### config.mk
export PLATFORM = sky130hd
export DESIGN_NAME = ctrl_word_decode
export DESIGN_NICKNAME = d
export VERILOG_FILES = /design/src/logic/ctrl_word_pkg.sv /design/src/logic/edge_sync.sv /design/src/logic/ctrl_word_decode.sv
export SDC_FILE = /design/constraint.sdc
export NUM_CORES = 1
export LEC_CHECK = 0
export ABC_AREA = 1
export BUFFER_PORTS_ARGS = -buffer_cell sky130_fd_sc_hd__buf_4
export CAP_MARGIN = 25
export CORE_ASPECT_RATIO = 1.2
export CORE_MARGIN = 5
export CORE_UTILIZATION = 55
export CTS_BUF_LIST = sky130_fd_sc_hd__clkbuf_4 sky130_fd_sc_hd__clkbuf_8 sky130_fd_sc_hd__clkbuf_16
export CTS_CLUSTER_SIZE = 14
export DETAILED_ROUTE_END_ITERATION = 12
export PLACE_DENSITY = 0.75
export SLEW_MARGIN = 30
export SYNTH_ARGS = -nofsm -noshare
export SYNTH_HDL_FRONTEND = slang
export SYNTH_SLANG_ARGS = --single-unit
### constraint.sdc
create_clock -name MCLK -period 3.65 [get_ports MCLK]
set_clock_uncertainty 0.2 [all_clocks]
set_input_delay 0.73 -clock MCLK [delete_from_list [all_inputs] [get_ports MCLK]]
set_output_delay 0.73 -clock MCLK [all_outputs]
set_load 0.05 [all_outputs]
### src/logic/ctrl_word_pkg.sv
// constants for the three-wire control word decoder
// assumes a single 40 MHz clock and synchronous active-high reset
package ctrl_word_pkg;
    // ----------------------------------------
    // word layout
    // ----------------------------------------
    localparam int WORD_LEN = 23;          // type bit plus field positions 1..22
    localparam int CNT_W = 5;
    localparam logic [4:0] WORD_LEN_C = 5'h17;
    localparam int TYPE_POS = 0;           // first bit shifted is type bit
    localparam int CFG_W = 12;
    localparam int POS_ONE = 1;
    localparam int POS_TWO = 2;
    localparam int POS_THREE = 3;
    localparam int POS_FOUR = 4;
    localparam int POS_FIVE = 5;
    localparam int POS_SIX = 6;
    localparam int POS_SEVEN = 7;
    localparam int POS_EIGHT = 8;
    localparam int POS_NINE = 9;
    localparam int POS_TEN = 10;
    localparam int POS_ELEVEN = 11;
    localparam int POS_TWELVE = 12;
    // ----------------------------------------
    // reset values
    // ----------------------------------------
    localparam logic [11:0] CFG_RESET = 12'h000;
    localparam logic [1:0] SYN_RESET = 2'h0;
    // ----------------------------------------
    // timing
    // ----------------------------------------
    localparam int CLK_PERIOD_NS = 25;
    localparam int EN_WIDTH_NS = 50;       // least load enable width
    localparam int EN_WIDTH_CYC = (EN_WIDTH_NS + CLK_PERIOD_NS - 1) / CLK_PERIOD_NS;
    // ----------------------------------------
    // states
    // ----------------------------------------
    typedef enum logic [2:0] {
        ST_IDLE = 3'b001,
        ST_SHIFT = 3'b010,
        ST_HOLD = 3'b100
    } state_t;
endpackage : ctrl_word_pkg

### src/logic/edge_sync.sv
// two-flop synchroniser with rise and fall detection
// assumes the input is asynchronous to clk
`timescale 1ns/1ps
`default_nettype none
module edge_sync (
    // clock and reset
    input wire logic clk,
    input wire logic rst,
    // raw pin
    input wire logic din,
    // synchronised level and edges
    output logic level,
    output logic rise,
    output logic fall
);
    logic s1_r, s2_r, s3_r;
    logic s1_nxt, s2_nxt, s3_nxt;

    // shift chain
    always_comb begin
        s1_nxt = din;
        s2_nxt = s1_r;
        s3_nxt = s2_r;
    end

    // registers
    always_ff @(posedge clk) begin
        if (rst) begin
            s1_r <= 1'b0;
            s2_r <= 1'b0;
            s3_r <= 1'b0;
        end else begin
            s1_r <= s1_nxt;
            s2_r <= s2_nxt;
            s3_r <= s3_nxt;
        end
    end

    // edges from second and third stages only
    assign level = s2_r;
    assign rise = s2_r & ~s3_r;
    assign fall = ~s2_r & s3_r;
endmodule : edge_sync
`default_nettype wire

### src/logic/ctrl_word_decode.sv
// three-wire control word receiver and configuration latches
// assumes MCLK at 40 MHz; bus clock, data, load enable and section enables are async pins
`timescale 1ns/1ps
`default_nettype none
module ctrl_word_decode (
    // clock and reset
    input wire logic MCLK,
    input wire logic RESET,
    // three-wire bus
    input wire logic BUS_CLK,
    input wire logic BUS_DATA,
    input wire logic LOAD_EN,
    // section enables
    input wire logic RECEIVE_SECTION_ENABLE,
    input wire logic TRANSMIT_SECTION_ENABLE,
    input wire logic SYNTH_SECTION_ENABLE,
    // type-1 controls
    output logic RECEIVE_SECOND_LO_DIV4,
    output logic SYNTH_SECOND_LO_DIV4,
    output logic TRANSMIT_SECOND_LO_DIV4,
    output logic TRANSMIT_IF_DIV2,
    output logic TRANSMIT_MIX_DIV2,
    output logic TRANSMIT_INJ_HIGH,
    output logic RECEIVE_IF1_HIGH_GAIN,
    output logic RECEIVE_IF2_GAIN_18DB,
    output logic RECEIVE_INJ_HIGH,
    output logic TL_CP_HIGH_CURRENT,
    output logic VHF_LO_BUFFER_ENABLE,
    // type-0 controls
    output logic SYNTH_SELECT_UHF,
    output logic SYNTH_SELECT_R_COUNTER,
    // status
    output logic WORD_LOADED,
    output logic LATCH_VALID
);
    import ctrl_word_pkg::*;

    // ----------------------------------------
    // pin synchronisers
    // ----------------------------------------
    logic clk_lvl, clk_rise, clk_fall;
    logic data_lvl, data_rise, data_fall;
    logic le_lvl, le_rise, le_fall;
    logic rxe_lvl, txe_lvl, sxe_lvl;

    // every pin passes two flops before any logic reads it; edges come from
    // the second and third stages, so the first stage never feeds decisions
    edge_sync u_clk (.clk(MCLK), .rst(RESET), .din(BUS_CLK), .level(clk_lvl), .rise(clk_rise), .fall(clk_fall));
    edge_sync u_dat (.clk(MCLK), .rst(RESET), .din(BUS_DATA), .level(data_lvl), .rise(data_rise), .fall(data_fall));
    edge_sync u_le (.clk(MCLK), .rst(RESET), .din(LOAD_EN), .level(le_lvl), .rise(le_rise), .fall(le_fall));
    edge_sync u_rxe (.clk(MCLK), .rst(RESET), .din(RECEIVE_SECTION_ENABLE), .level(rxe_lvl), .rise(), .fall());
    edge_sync u_txe (.clk(MCLK), .rst(RESET), .din(TRANSMIT_SECTION_ENABLE), .level(txe_lvl), .rise(), .fall());
    edge_sync u_sxe (.clk(MCLK), .rst(RESET), .din(SYNTH_SECTION_ENABLE), .level(sxe_lvl), .rise(), .fall());

    // any one section enable keeps the latches alive
    logic any_enable;
    assign any_enable = rxe_lvl | txe_lvl | sxe_lvl;

    // ----------------------------------------
    // state
    // ----------------------------------------
    state_t state_r, state_nxt;
    logic [WORD_LEN-1:0] shift_r, shift_nxt;
    logic [CNT_W-1:0] cnt_r, cnt_nxt;
    logic [CFG_W-1:0] lo_cfg_r, lo_cfg_nxt;
    logic [1:0] syn_cfg_r, syn_cfg_nxt;
    logic loaded_r, loaded_nxt;
    logic valid_r, valid_nxt;
    logic [WORD_LEN-1:0] word;

    // word as shifted, first bit in at position zero
    always_comb begin
        for (int i = 0; i < WORD_LEN; i++) begin
            word[i] = shift_r[WORD_LEN-1-i];
        end
    end

    // ----------------------------------------
    // shift register and bus state
    // ----------------------------------------
    // a load strobe is honoured only after at least one bit was shifted
    logic take_word;
    assign take_word = (state_r == ST_SHIFT) && le_rise && (cnt_r != '0);

    // bus clock edges are ignored while load enable stands high, so a
    // controller that keeps clocking through the load cannot spoil the word;
    // the counter saturates at the word length and only proves bits arrived
    always_comb begin
        state_nxt = state_r;
        shift_nxt = shift_r;
        cnt_nxt = cnt_r;
        case (state_r)
            ST_IDLE: begin
                if (clk_rise && !le_lvl) begin
                    // first bit of a new word
                    shift_nxt = {{(WORD_LEN-1){1'b0}}, data_lvl};
                    cnt_nxt = CNT_W'(1);
                    state_nxt = ST_SHIFT;
                end
            end
            ST_SHIFT: begin
                if (clk_rise && !le_lvl) begin
                    shift_nxt = {shift_r[WORD_LEN-2:0], data_lvl};
                    if (cnt_r != WORD_LEN_C) begin
                        cnt_nxt = cnt_r + CNT_W'(1);
                    end
                end else if (le_rise) begin
                    state_nxt = ST_HOLD;
                end
            end
            ST_HOLD: begin
                if (le_fall) begin
                    state_nxt = ST_IDLE;
                end
            end
            default: begin
                state_nxt = ST_IDLE;
            end
        endcase
    end

    // shift state registers
    always_ff @(posedge MCLK) begin
        if (RESET) begin
            state_r <= ST_IDLE;
            shift_r <= '0;
            cnt_r <= '0;
        end else begin
            state_r <= state_nxt;
            shift_r <= shift_nxt;
            cnt_r <= cnt_nxt;
        end
    end

    // ----------------------------------------
    // configuration latches
    // ----------------------------------------
    // two separate latches, so a word of one type never disturbs the other;
    // losing every section enable wipes both, and the wipe wins over a load
    // in the same cycle since nothing may be retained without an enable;
    // the load pulse still reports that the bus completed a transfer
    always_comb begin
        lo_cfg_nxt = lo_cfg_r;
        syn_cfg_nxt = syn_cfg_r;
        loaded_nxt = 1'b0;
        valid_nxt = valid_r;
        // transfer only on load pulse, into latch chosen by type bit
        if (take_word) begin
            loaded_nxt = 1'b1;
            valid_nxt = 1'b1;
            if (word[TYPE_POS]) begin
                lo_cfg_nxt = word[POS_TWELVE:POS_ONE];
            end else begin
                syn_cfg_nxt = word[POS_TWO:POS_ONE];
            end
        end
        // contents lost once every section is disabled
        if (!any_enable) begin
            lo_cfg_nxt = CFG_RESET;
            syn_cfg_nxt = SYN_RESET;
            valid_nxt = 1'b0;
        end
    end

    // latch registers
    always_ff @(posedge MCLK) begin
        if (RESET) begin
            lo_cfg_r <= CFG_RESET;
            syn_cfg_r <= SYN_RESET;
            loaded_r <= 1'b0;
            valid_r <= 1'b0;
        end else begin
            lo_cfg_r <= lo_cfg_nxt;
            syn_cfg_r <= syn_cfg_nxt;
            loaded_r <= loaded_nxt;
            valid_r <= valid_nxt;
        end
    end

    // ----------------------------------------
    // outputs, all straight from latches
    // ----------------------------------------
    always_comb begin
        RECEIVE_SECOND_LO_DIV4 = lo_cfg_r[POS_ONE-1];
        SYNTH_SECOND_LO_DIV4 = lo_cfg_r[POS_TWO-1];
        TRANSMIT_SECOND_LO_DIV4 = lo_cfg_r[POS_THREE-1];
        TRANSMIT_IF_DIV2 = lo_cfg_r[POS_FOUR-1];
        TRANSMIT_MIX_DIV2 = lo_cfg_r[POS_FIVE-1];
        TRANSMIT_INJ_HIGH = lo_cfg_r[POS_SIX-1];
        RECEIVE_IF1_HIGH_GAIN = lo_cfg_r[POS_SEVEN-1];
        RECEIVE_IF2_GAIN_18DB = lo_cfg_r[POS_EIGHT-1];
        RECEIVE_INJ_HIGH = lo_cfg_r[POS_NINE-1];
        TL_CP_HIGH_CURRENT = lo_cfg_r[POS_TEN-1];
        VHF_LO_BUFFER_ENABLE = lo_cfg_r[POS_TWELVE-1];
        SYNTH_SELECT_UHF = syn_cfg_r[POS_ONE-1];
        SYNTH_SELECT_R_COUNTER = syn_cfg_r[POS_TWO-1];
        WORD_LOADED = loaded_r;
        LATCH_VALID = valid_r;
    end

    logic unused;
    assign unused = ^{clk_lvl, clk_fall, data_rise, data_fall, word[WORD_LEN-1:POS_TWELVE+1]};
endmodule : ctrl_word_decode
`default_nettype wire

# Word-level counts from Yosys, hierarchy flattened

Cells that the tools add are included.

Register bits after elaboration: 61
Input bits: 8
Output and inout bits: 15
Word-level logic and storage cells: 67

$add $sub $neg: 1
Equal/unequal tests: 10
Multiplexer cells: 13
Bitwise operators: 10
Reductions and logical operators: 12

Operators by type and width:

| cell                  | count |
|---|---|
| $mux W23              | 2 |
| $pmux W23 S2          | 1 |
| $mux W5               | 3 |
| $mux W3               | 4 |
| $pmux W5 S2           | 1 |
| $pmux W3 S3           | 1 |
| $ne A2 B2 Y1 const B  | 4 |
| $reduce_and A4 Y1     | 2 |
| $add A5 B1 Y5 const B | 1 |
| $ne A5 B5 Y1 const B  | 1 |
| $not A1 Y1            | 5 |
| $reduce_bool A5 Y1    | 1 |
| $ne A2 B1 Y1 const B  | 2 |
| $reduce_and A2 Y1     | 2 |
| $and A1 B1 Y1         | 3 |
| $eq A3 B1 Y1 const B  | 1 |
| $eq A3 B2 Y1 const B  | 1 |
| $eq A3 B3 Y1 const B  | 1 |
| $logic_and A1 B1 Y1   | 3 |
| $reduce_and A3 Y1     | 1 |
| $or A1 B1 Y1          | 2 |
| $reduce_bool A2 Y1    | 1 |
| $reduce_or A2 Y1      | 1 |
| $logic_not A1 Y1      | 1 |
| $mux W1               | 1 |

# Depth between registers and ports, before layout

Gate-level depths: netlist (run 1).

Word-level depth: 5
Mapped depth: 8
Depth with buffers taken out: 8

# By module

Synthesis (run 1) repeated with hierarchy kept, for this count alone.

Cell total of the unflattened synthesis: 320
Area total of the unflattened synthesis: 2433.6 sq um

By module, submodules not included:

| module           | instances | cells each | area an instance (sq um) |
|---|---|---|---|
| ctrl_word_decode | 1         | 248        | 1870.5 |
| edge_sync        | 6         | 12         | 93.8 |

# Worst setup path after synthesis (run 1)

OpenSTA, ideal clock, no wires.

Path kind: input -> register
Start: in RESET
End: reg valid_r, in the netlist LATCH_VALID
Library setup time: 132 ps
Data arrival time: 1364 ps
Required time: 3318 ps
Setup slack: 1953 ps
Stages on the path: 5
Cell sequence: buf_2 -> nor2_1 -> inv_1 -> clkbuf_1 -> a21oi_1

Cells in the longest elaborated chain, start to end: 1

RTL lines:

| what                       | line                    | text |
|---|---|---|
| from (decl)                | ctrl_word_decode.sv:8   | `input wire logic RESET,` |
| $reduce_or A2 Y1 (no line) | -                       |  |
| to (signal assigned)       | ctrl_word_decode.sv:176 | `valid_r <= valid_nxt;` |
| to (decl)                  | ctrl_word_decode.sv:68  | `logic valid_r, valid_nxt;` |

Every way passes these cells.
A chain may end at the register's enable or synchronous reset.

# Worst setup path in the final report (run 1)

Start: reg cnt_r[0]
End: reg lo_cfg_r[9]

Cells in the longest elaborated chain, start to end: 3

RTL lines:

| what                        | line                    | text |
|---|---|---|
| from (decl)                 | ctrl_word_decode.sv:64  | `logic [CNT_W-1:0] cnt_r, cnt_nxt;` |
| from (signal assigned)      | ctrl_word_decode.sv:131 | `cnt_r <= cnt_nxt;` |
| $reduce_bool A5 Y1          | ctrl_word_decode.sv:83  | `assign take_word = (state_r == ST_SHIFT) && le_rise && (cnt_r != '0);` |
| $logic_and A1 B1 Y1         | ctrl_word_decode.sv:83  |  |
| $reduce_and A2 Y1 (no line) | -                       |  |
| to (signal assigned)        | ctrl_word_decode.sv:173 | `lo_cfg_r <= lo_cfg_nxt;` |
| to (decl)                   | ctrl_word_decode.sv:65  | `logic [CFG_W-1:0] lo_cfg_r, lo_cfg_nxt;` |

Every way passes these cells.

==> results summary, run 1 <==
The instance count after placement with tap cells included came out at 353. The shortest period the worst path allows came out at 2160 ps. In this run the worst path has a maximum fanout of 16. TritonCTS built the clock tree. The H-tree was split into 3 levels. The mean post-synth cell area is 8.04 um2. The final setup violation count is 0. At the end of the flow, the number of nets in the layout was 318.

The final HPWL from detailed placement is 2650 um. The initial antenna violation count came to 0. The via count of the first global-routing pass came out at 1580.

Of the synthesized area, sequential elements account for 0.517. The final count of hold timing violations came out at 0. The endpoint required time on the critical path came out at 3650 ps. At the pin with the least slew margin, the transition time is 608 ps. The clock-pin slew on the worst setup and hold paths is 60 ps.

The number of detailed-route iterations in the first pass is 4. The CTS sink count is 60. The number of slew-limit violations in the final report is 0. Setup repair after global routing left no endpoint under its margin. With fillers left out, the area of the finished cells amounts to 2690 um2.

After detailed routing, the total wire length is 4130 um. In this run the power density over the cells is 516 nW/um2. The pin count of the biggest net entering global routing came out at 46.

The number of distinct library cells after synthesis came out at 24. The via density per instance is 4.99. The signal arrival time at the worst endpoint is 2160 ps.

The starting density of the core came out at 0.558. The number of antenna diodes in the final layout is 0. The worst slack on hold paths is 202 ps.

Headroom to the max-slew limit came out at 0.594. The highest clock frequency the design can meet is 463 MHz. The remaining number of nets flagged by the antenna check after routing came out at 0. The final RePlAce weighted congestion is 0.792. Of the available clock period, the critical path in the final layout requires 0.592. The deepest clock path buffer count is 2. The number of instances in the synthesized netlist came out at 289. The number of clock buffers added by TritonCTS is 9. The run finished with clean final reports. The maximum single-stage delay on the critical path came out at 470 ps. In this run the cell area measured after placement is 2460 um2.

The overall via count from detail_route is 1837. The relative area change from synthesis to final layout is 15.6%. The post-CTS setup buffer count is 0. The synthesis-stage register bit count is 60.

The multi-input combinational cells in the finished layout cover a total of 922 um2. The share of post-route cells with drive strength above 1 is 0.170. The count of hold buffers inserted by post-cts repair came out at 0. 23 I/O pins were placed. The standard-cell row count came out at 26.

The number of maximum-capacitance violations is 0. The critical path startpoint category is a flop. Counting every net in the synthesized netlist gives 299. The area of the core region came out at 4160 um2. The leakage component of the power is 0.975 nW. The area taken by flip-flops and latches came out at 1200 um2.

The cell that appears most often on the critical path is sky130_fd_sc_hd__nand3_1. The full die area is 5630 um2. The latest clock arrival within the worst-skew pair came out at 330 ps. The design draws 1.39 mW. The total of warnings raised by yosys came out at 0. The critical path is of the reg -> reg type.

The commonest non-fill, non-tap cell in the layout is sky130_fd_sc_hd__nand2_1. The layout has 405 filler cells. The cell at the root of the clock tree is sky130_fd_sc_hd__clkbuf_8. The number of standard cells in the final layout excluding fillers is 368. The wire length of the first global-routing pass came out at 6900 um.

In the layout the commonest cells are sky130_fd_sc_hd__nand2_1 (81), sky130_fd_sc_hd__dfxtp_1 (60), sky130_fd_sc_hd__a21oi_1 (37). The standard cell with the maximum stage delay on the critical path is sky130_fd_sc_hd__nand3_1. The startpoint identified for the worst register-to-register timing path is cnt_r[0]$_SDFFE_PP0P_. The tightest min-delay check is of the reg -> reg type.

The critical path goes through inv_1 > ha_1 > nand3_1 > nand3_1 > nand2_1 > a21oi_1. The die is 81.2 um tall. Input and output buffers added on the ports amount to 22.

The detailed router finished its first iteration with 179 violations. The total of cells resized after clock tree synthesis came out at 0. The horizontal extent of the die came out at 69.4 um.

IR analysis of the VDD net gives a maximum drop of 360 uV. Adding up every negative setup slack in the final design gives 0 ps. The DRC violations left is 0. The total congestion overflow came out at 0. The critical path starts at cnt_r[0]$_SDFFE_PP0P_. The post-synthesis instance area came out at 2320 um2.

The average wire length per cell after detail routing is 11.2 um. The kind of capture point of the worst setup path is a flop. The startpoint identified for the worst hold timing path is u_txe.s1_r$_SDFF_PP0_. The overall track demand over capacity in global routing is 0.158.
-- Yosys cell counts, drive strengths merged --
master | n | area share
o211ai | 1 | 0.0032
nand4 | 18 | 0.048
inv | 28 | 0.045
dfxtp | 60 | 0.52
o21ai | 1 | 0.0022
buf | 11 | 0.037
nor3 | 2 | 0.0091
clkbuf | 3 | 0.0048
nor2 | 28 | 0.055
a21oi | 43 | 0.10
nand2 | 82 | 0.14
nand3 | 9 | 0.027
nor3b | 1 | 0.0032
ha | 2 | 0.011
-- cells by family after synthesis --
kind of cell,Yosys count,synth area share
flops,60,0.517
simple gates,140,0.278
compound gates,45,0.108
fa+ha+maj,2,0.0108
buf+inv,42,0.0867
-- area by class of cell --
class | instances | area share
Sequential cell | 60 | 0.447
Timing Repair Buffer | 22 | 0.0615
Multi-Input combinational cell | 187 | 0.343
Tap cell | 56 | 0.0261
Clock inverter | 4 | 0.0270
Inverter | 28 | 0.0391
Clock buffer | 11 | 0.0563
-- sequential cells by signal, indices dropped and copies added, names as in the netlist --
name         flops
syn_cfg_r        2
u_txe.level      1
u_le.s1_r        1
u_clk.level      1
u_sxe.s1_r       1
u_rxe.level      1
state_r          3
u_dat.level      1
cnt_r            5
WORD_LOADED      1
u_clk.s3_r       1
u_txe.s1_r       1
lo_cfg_r        11
u_le.level       1
shift_r         23
u_le.s3_r        1
LATCH_VALID      1
u_sxe.level      1
u_clk.s1_r       1
u_rxe.s1_r       1
u_dat.s1_r       1
-- where the power goes --
part / switching, mW / internal [mW] / total, mW
logic: 0.0362 / 0.0153 / 0.0515
registers: 0.00556 / 0.664 / 0.670
clock network: 0.248 / 0.416 / 0.664
total: 0.290 / 1.10 / 1.39
-- metrics by stage --
stage / utilization / setup slack [ps]
3_5_place_dp: 0.592 / 1490
6_report: 0.645 / 1490
2_1_floorplan: - / 1950
3_3_place_gp: 0.592 / 1570
4_1_cts: 0.645 / 1480
5_1_grt: 0.645 / 1300
-- per-layer routing --
metal	GRT usage	part of all wire	vias up
li1	-	-	967
met1	0.182	0.45	823
met2	0.244	0.47	36
met3	0.0545	0.056	11
met4	0.117	0.027	0
met5	0	0	-
-- worst max-delay path, delay by kind of cell, from the launching register on --
kind / cells / cell delay [ps]
compound gates: 1 / 70
fa+ha+maj: 1 / 190
buf+inv: 1 / 70
flops: 1 / 410
simple gates: 3 / 1080
-- worst paths after layout --
path / endpoint / slack [ps] / depth (start not counted)
hold / removal: u_txe.level$_SDFF_PP0_ / 200 / 2
hold reg to reg: u_txe.level$_SDFF_PP0_ / 200 / 2
setup reg to reg: lo_cfg_r[9]$_SDFFE_PP0P_ / 1490 / 6
setup / recovery: lo_cfg_r[9]$_SDFFE_PP0P_ / 1490 / 6
Note: power is estimated with default switching activity, not from simulation.
==> run 2, diff against run 1 <==
--- a/config.mk
+++ b/config.mk
@@ -5,16 +5,16 @@
 export SDC_FILE = /design/constraint.sdc
 export NUM_CORES = 1
 export LEC_CHECK = 0
-export ABC_AREA = 1
+export ABC_AREA = 0
 export BUFFER_PORTS_ARGS = -buffer_cell sky130_fd_sc_hd__buf_4
 export CAP_MARGIN = 25
 export CORE_ASPECT_RATIO = 1.2
 export CORE_MARGIN = 5
-export CORE_UTILIZATION = 55
+export CORE_UTILIZATION = 52
 export CTS_BUF_LIST = sky130_fd_sc_hd__clkbuf_4 sky130_fd_sc_hd__clkbuf_8 sky130_fd_sc_hd__clkbuf_16
 export CTS_CLUSTER_SIZE = 14
 export DETAILED_ROUTE_END_ITERATION = 12
-export PLACE_DENSITY = 0.75
+export PLACE_DENSITY = 0.74
 export SLEW_MARGIN = 30
 export SYNTH_ARGS = -nofsm -noshare
 export SYNTH_HDL_FRONTEND = slang
==> constraint.sdc (replaced) <==
create_clock -name MCLK -period 1.85 [get_ports MCLK]
set_clock_uncertainty 0.2 [all_clocks]
set_input_delay 0.37 -clock MCLK [delete_from_list [all_inputs] [get_ports MCLK]]
set_output_delay 0.37 -clock MCLK [all_outputs]
set_load 0.05 [all_outputs]
==> run 2 against run 1 <==
  * Area after synthesis rose by 6.9%
  * Final area rose by 13%
  * First-iteration DRC count fell by 27%
  * Register-to-register slack got worse by 1400 ps
  * Global-route usage rose by 1.6 points
  * Clock power rose by 97%
  * Final cell count fell by 1.9%
  * Power rose by 100%
  * Sequential share of layout area fell by 5.2 points
  * Maximum frequency rose by 20%
  * Combinational power rose to 2.9 times the previous value
  * Critical path type unchanged
  * Sequential power rose by 96%
==> results summary, run 2 <==
The flow ran to the end, and the final reports show no timing, DRC or antenna violations. The relative area change from synthesis to final layout is 22.4%. The path type of the worst min-delay path is in -> reg. The count of H-tree levels built during CTS is 3 (unchanged). Ranked by total cell area, the synthesized netlist is headed by sky130_fd_sc_hd__dfxtp_1 (48%), sky130_fd_sc_hd__nand3_1 (10%), sky130_fd_sc_hd__mux2i_1 (5.2%).

The full die area is 6270 um2 (+11%). The worst-margin pin slew was 478 ps (-130 ps). The starting density of the core is 0.537 (-0.0211). The total of warnings raised by yosys was 0 (unchanged). The largest area contributor in the synthesized netlist is sky130_fd_sc_hd__dfxtp_1. Among all cell types in the netlist, the one instantiated most often is sky130_fd_sc_hd__dfxtp_1. The summed area of non-filler cells in the final layout came to 3040 um2 (+13%). The area of the core region is 4630 um2 (+11%). The most used flip-flop cell after synthesis is sky130_fd_sc_hd__dfxtp_1. The critical path startpoint category is a flop. The overall track demand over capacity in global routing came out at 0.174 (+0.0160). The boundary pin count came to 23 (unchanged). The endpoint required time on the critical path is 1860 ps (-1790 ps). The highest clock frequency the design can meet came out at 555 MHz (+20%). Setup repair after global routing could not meet its margin everywhere.

The count of input and output buffers is 22 (unchanged). The power density normalized to cell area came out at 911 nW/um2 (+77%). The net switching component of the power came out at 583 uW (+100%). The library cell used most frequently in the layout, excluding fill and tap cells, is sky130_fd_sc_hd__dfxtp_1. The die height came out at 85.7 um (+5.6%). In the final layout, the registers with the most flip-flops are shift_r x23, lo_cfg_r x11, cnt_r x5. The number of filler cells placed in the layout was 354 (-13%). The footprint of the multi-input gates came out at 1120 um2 (+21%). The mean post-synth cell area came out at 9.53 um2 (+18%). The CTS sink count is 60 (unchanged).

The final RePlAce weighted congestion is 0.806 (+1.8%). The top cell type's share of synthesized area is 0.483 (-0.0335). The synthesis-stage register bit count came out at 60 (unchanged). The total congestion overflow came to 0 (unchanged). The remaining number of nets flagged by the antenna check after routing came out at 0 (unchanged). The standard-cell row count came out at 27 (+3.8%).

The via count of the first global-routing pass was 1901 (+20%). The worst path buffer plus inverter count came out at 2 (+1). The pin count of the biggest net entering global routing is 35 (-24%).

The number of synthesized flops with an enable pin is 0 (unchanged). The average wire length per cell after detail routing came out at 13.7 um (+22%). The area taken by flip-flops and latches came to 1200 um2 (+0.10%). The clock network fraction of design power is 0.472 (-0.007). The number of slew-limit violations in the final report is 0 (unchanged). The standard cell with the maximum stage delay on the critical path is sky130_fd_sc_hd__or4b_4. shift_r holds more flip-flops than any other register. The leakage component of the power is 1.10 nW (+13%). The maximum single-stage delay on the critical path is 540 ps (+70 ps). The DRC violations left came to 0 (unchanged). The part of the total power dissipated in sequential elements came out at 0.474 (-0.010). The maximum VDD drop was 681 uV (+89%). The synthesized net count is 271 (-9.4%). The number of maximum-capacitance violations came out at 0 (unchanged).

The net total in the final layout is 308 (-3.1%). The aggregate negative setup slack was 0 ps (unchanged). The via density per instance was 5.65 (+13%). TritonCTS built the clock tree. The share of flip-flops with an asynchronous set or reset is 0 (unchanged).

The sum of routed wire length over all layers came out at 4950 um (+20%). The commonest cells after synthesis are sky130_fd_sc_hd__dfxtp_1 (60), sky130_fd_sc_hd__nand3_1 (50), sky130_fd_sc_hd__o21ai_0 (25), sky130_fd_sc_hd__a21oi_1 (24), sky130_fd_sc_hd__nor2b_1 (14). The deepest clock path buffer count is 2 (unchanged). The internal power of the cells came out at 2.19 mW (+100%). The horizontal extent of the die is 73.1 um (+5.4%). The switching power share of the total is 0.210 (+0.00136). The classification of the worst setup path is reg -> reg.

The flip-flop count of the largest register after layout came to 23 (unchanged). The tree is rooted in a sky130_fd_sc_hd__clkbuf_8. The post-synthesis instance area is 2490 um2 (+6.9%). The setup slack after layout came out at 47.8 ps (-1440 ps). In the layout the commonest cells are sky130_fd_sc_hd__dfxtp_1 (59), sky130_fd_sc_hd__nand3_1 (50), sky130_fd_sc_hd__buf_4 (46). The count of hold buffers inserted by post-cts repair came out at 0 (unchanged).

The number of detailed-route iterations in the first pass is 4 (unchanged). The fraction of the cycle the final worst path needs came out at 0.974 (+0.382). The part of the Yosys area used for sequential elements is 0.483 (-0.0335). The number of instances in the synthesized netlist came out at 261 (-9.7%). The number of antenna cells inserted is 0 (unchanged).

The initial antenna violation count is 0 (unchanged). The share of post-route cells with drive strength above 1 is 0.254 (+0.0843). The violation count after the first detailed-routing iteration came out at 131 (-27%).

The placement-stage worst setup slack is -260 ps (-1750 ps). The combinational group share of total power is 0.054 (+0.017). The overall via count from detail_route is 2041 (+11%).

The latest clock arrival within the worst-skew pair is 340 ps (about the same). The max-slew headroom at the worst pin came out at 0.680 (+0.0868). The post-place instance area is 2750 um2 (+12%). The wire length of the first global-routing pass came out at 8550 um (+24%).

The shortest period the worst path allows is 1800 ps (-358 ps). The number of distinct library cells after synthesis was 43 (+79%). The core occupancy in the finished layout is 0.657 (+0.0120). The final setup violation count was 0 (unchanged).

The final HPWL from detailed placement was 3250 um (+22%). STA classifies the critical path endpoint as a flop. The final count of hold timing violations came out at 0 (unchanged). The signal arrival time at the worst endpoint came out at 1820 ps (-340 ps). The biggest fanout along the worst timing path came out at 27 (+11).

The number of CTS-inserted buffers came out at 9 (unchanged). The critical path goes through buf_6 > or4b_4 > buf_12 > a211oi_2 > o32ai_1. The dominant delay contributor by cell family on the critical path is simple AND/OR/NAND/NOR gates. The clock-pin slew on the worst setup and hold paths is 60 ps (about the same).
run 2: area by class of cell:
type / count / share of cell area
clock buffer: 12 / 0.0502
multi-input combinational: 170 / 0.367
tap: 58 / 0.0238
inverter: 8 / 0.00987
sequential: 60 / 0.395
timing repair buffer: 49 / 0.130
clock inverter: 4 / 0.0238
run 2: path summary, 6_finish.rpt:
| check | cells after the start | slack (ps) | from | to |
|---|---|---|---|---|
| setup / recovery | 5 | 50 | state_r[2]$_SDFFE_PP0P_ | cnt_r[3]$_SDFFE_PP0P_ |
| hold / removal | 2 | 40 | SYNTH_SECTION_ENABLE | u_sxe.s1_r$_SDFF_PP0_ |
| setup reg to reg | 5 | 50 | state_r[2]$_SDFFE_PP0P_ | cnt_r[3]$_SDFFE_PP0P_ |
| hold reg to reg | 1 | 240 | u_txe.s1_r$_SDFF_PP0_ | u_txe.level$_SDFF_PP0_ |
run 2: timing repair:
action	in CTS	in global routing
pin swaps	1	3
endpoints found under the setup margin	15	8
gates resized for setup	6	5
buffers inserted	1	0
run 2: kinds of logic (layout without fill, tap and decap cells):
| group | Yosys count | after routing | synth area share |
|---|---|---|---|
| flops | 60 | 60 | 0.483 |
| xor+xnor | 2 | 2 | 0.00705 |
| mux | 13 | 13 | 0.0523 |
| simple gates | 90 | 90 | 0.220 |
| buf+inv | 31 | 73 | 0.0800 |
| compound gates | 63 | 63 | 0.147 |
| fa+ha+maj | 2 | 2 | 0.0101 |
run 2: per-layer routing:
metal / global-route usage / up-vias / wire length, um
li1: - / 1000 / -
met4: 0.124 / 0 / 197
met5: 0 / - / 0
met2: 0.269 / 60 / 2380
met1: 0.212 / 963 / 2080
met3: 0.0352 / 18 / 292
run 2: power by group through the flow:
stage                     registers (mW)  clock network, mW  logic, mW
after floorplan                     1.34                  0      0.106
after global placement              1.34                  0      0.140
after detailed placement            1.34                  0      0.141
after CTS                           1.31               1.34      0.147
after global routing                1.31               1.40      0.165
final                               1.31               1.31      0.150
run 2: through the flow:
step,std cells,hold slack (ps),power [mW]
after floorplan,261,214,1.45
after global placement,344,219,1.48
after detailed placement,344,228,1.48
after CTS,361,33.9,2.80
after global routing,361,45.0,2.88
final,361,43.3,2.77
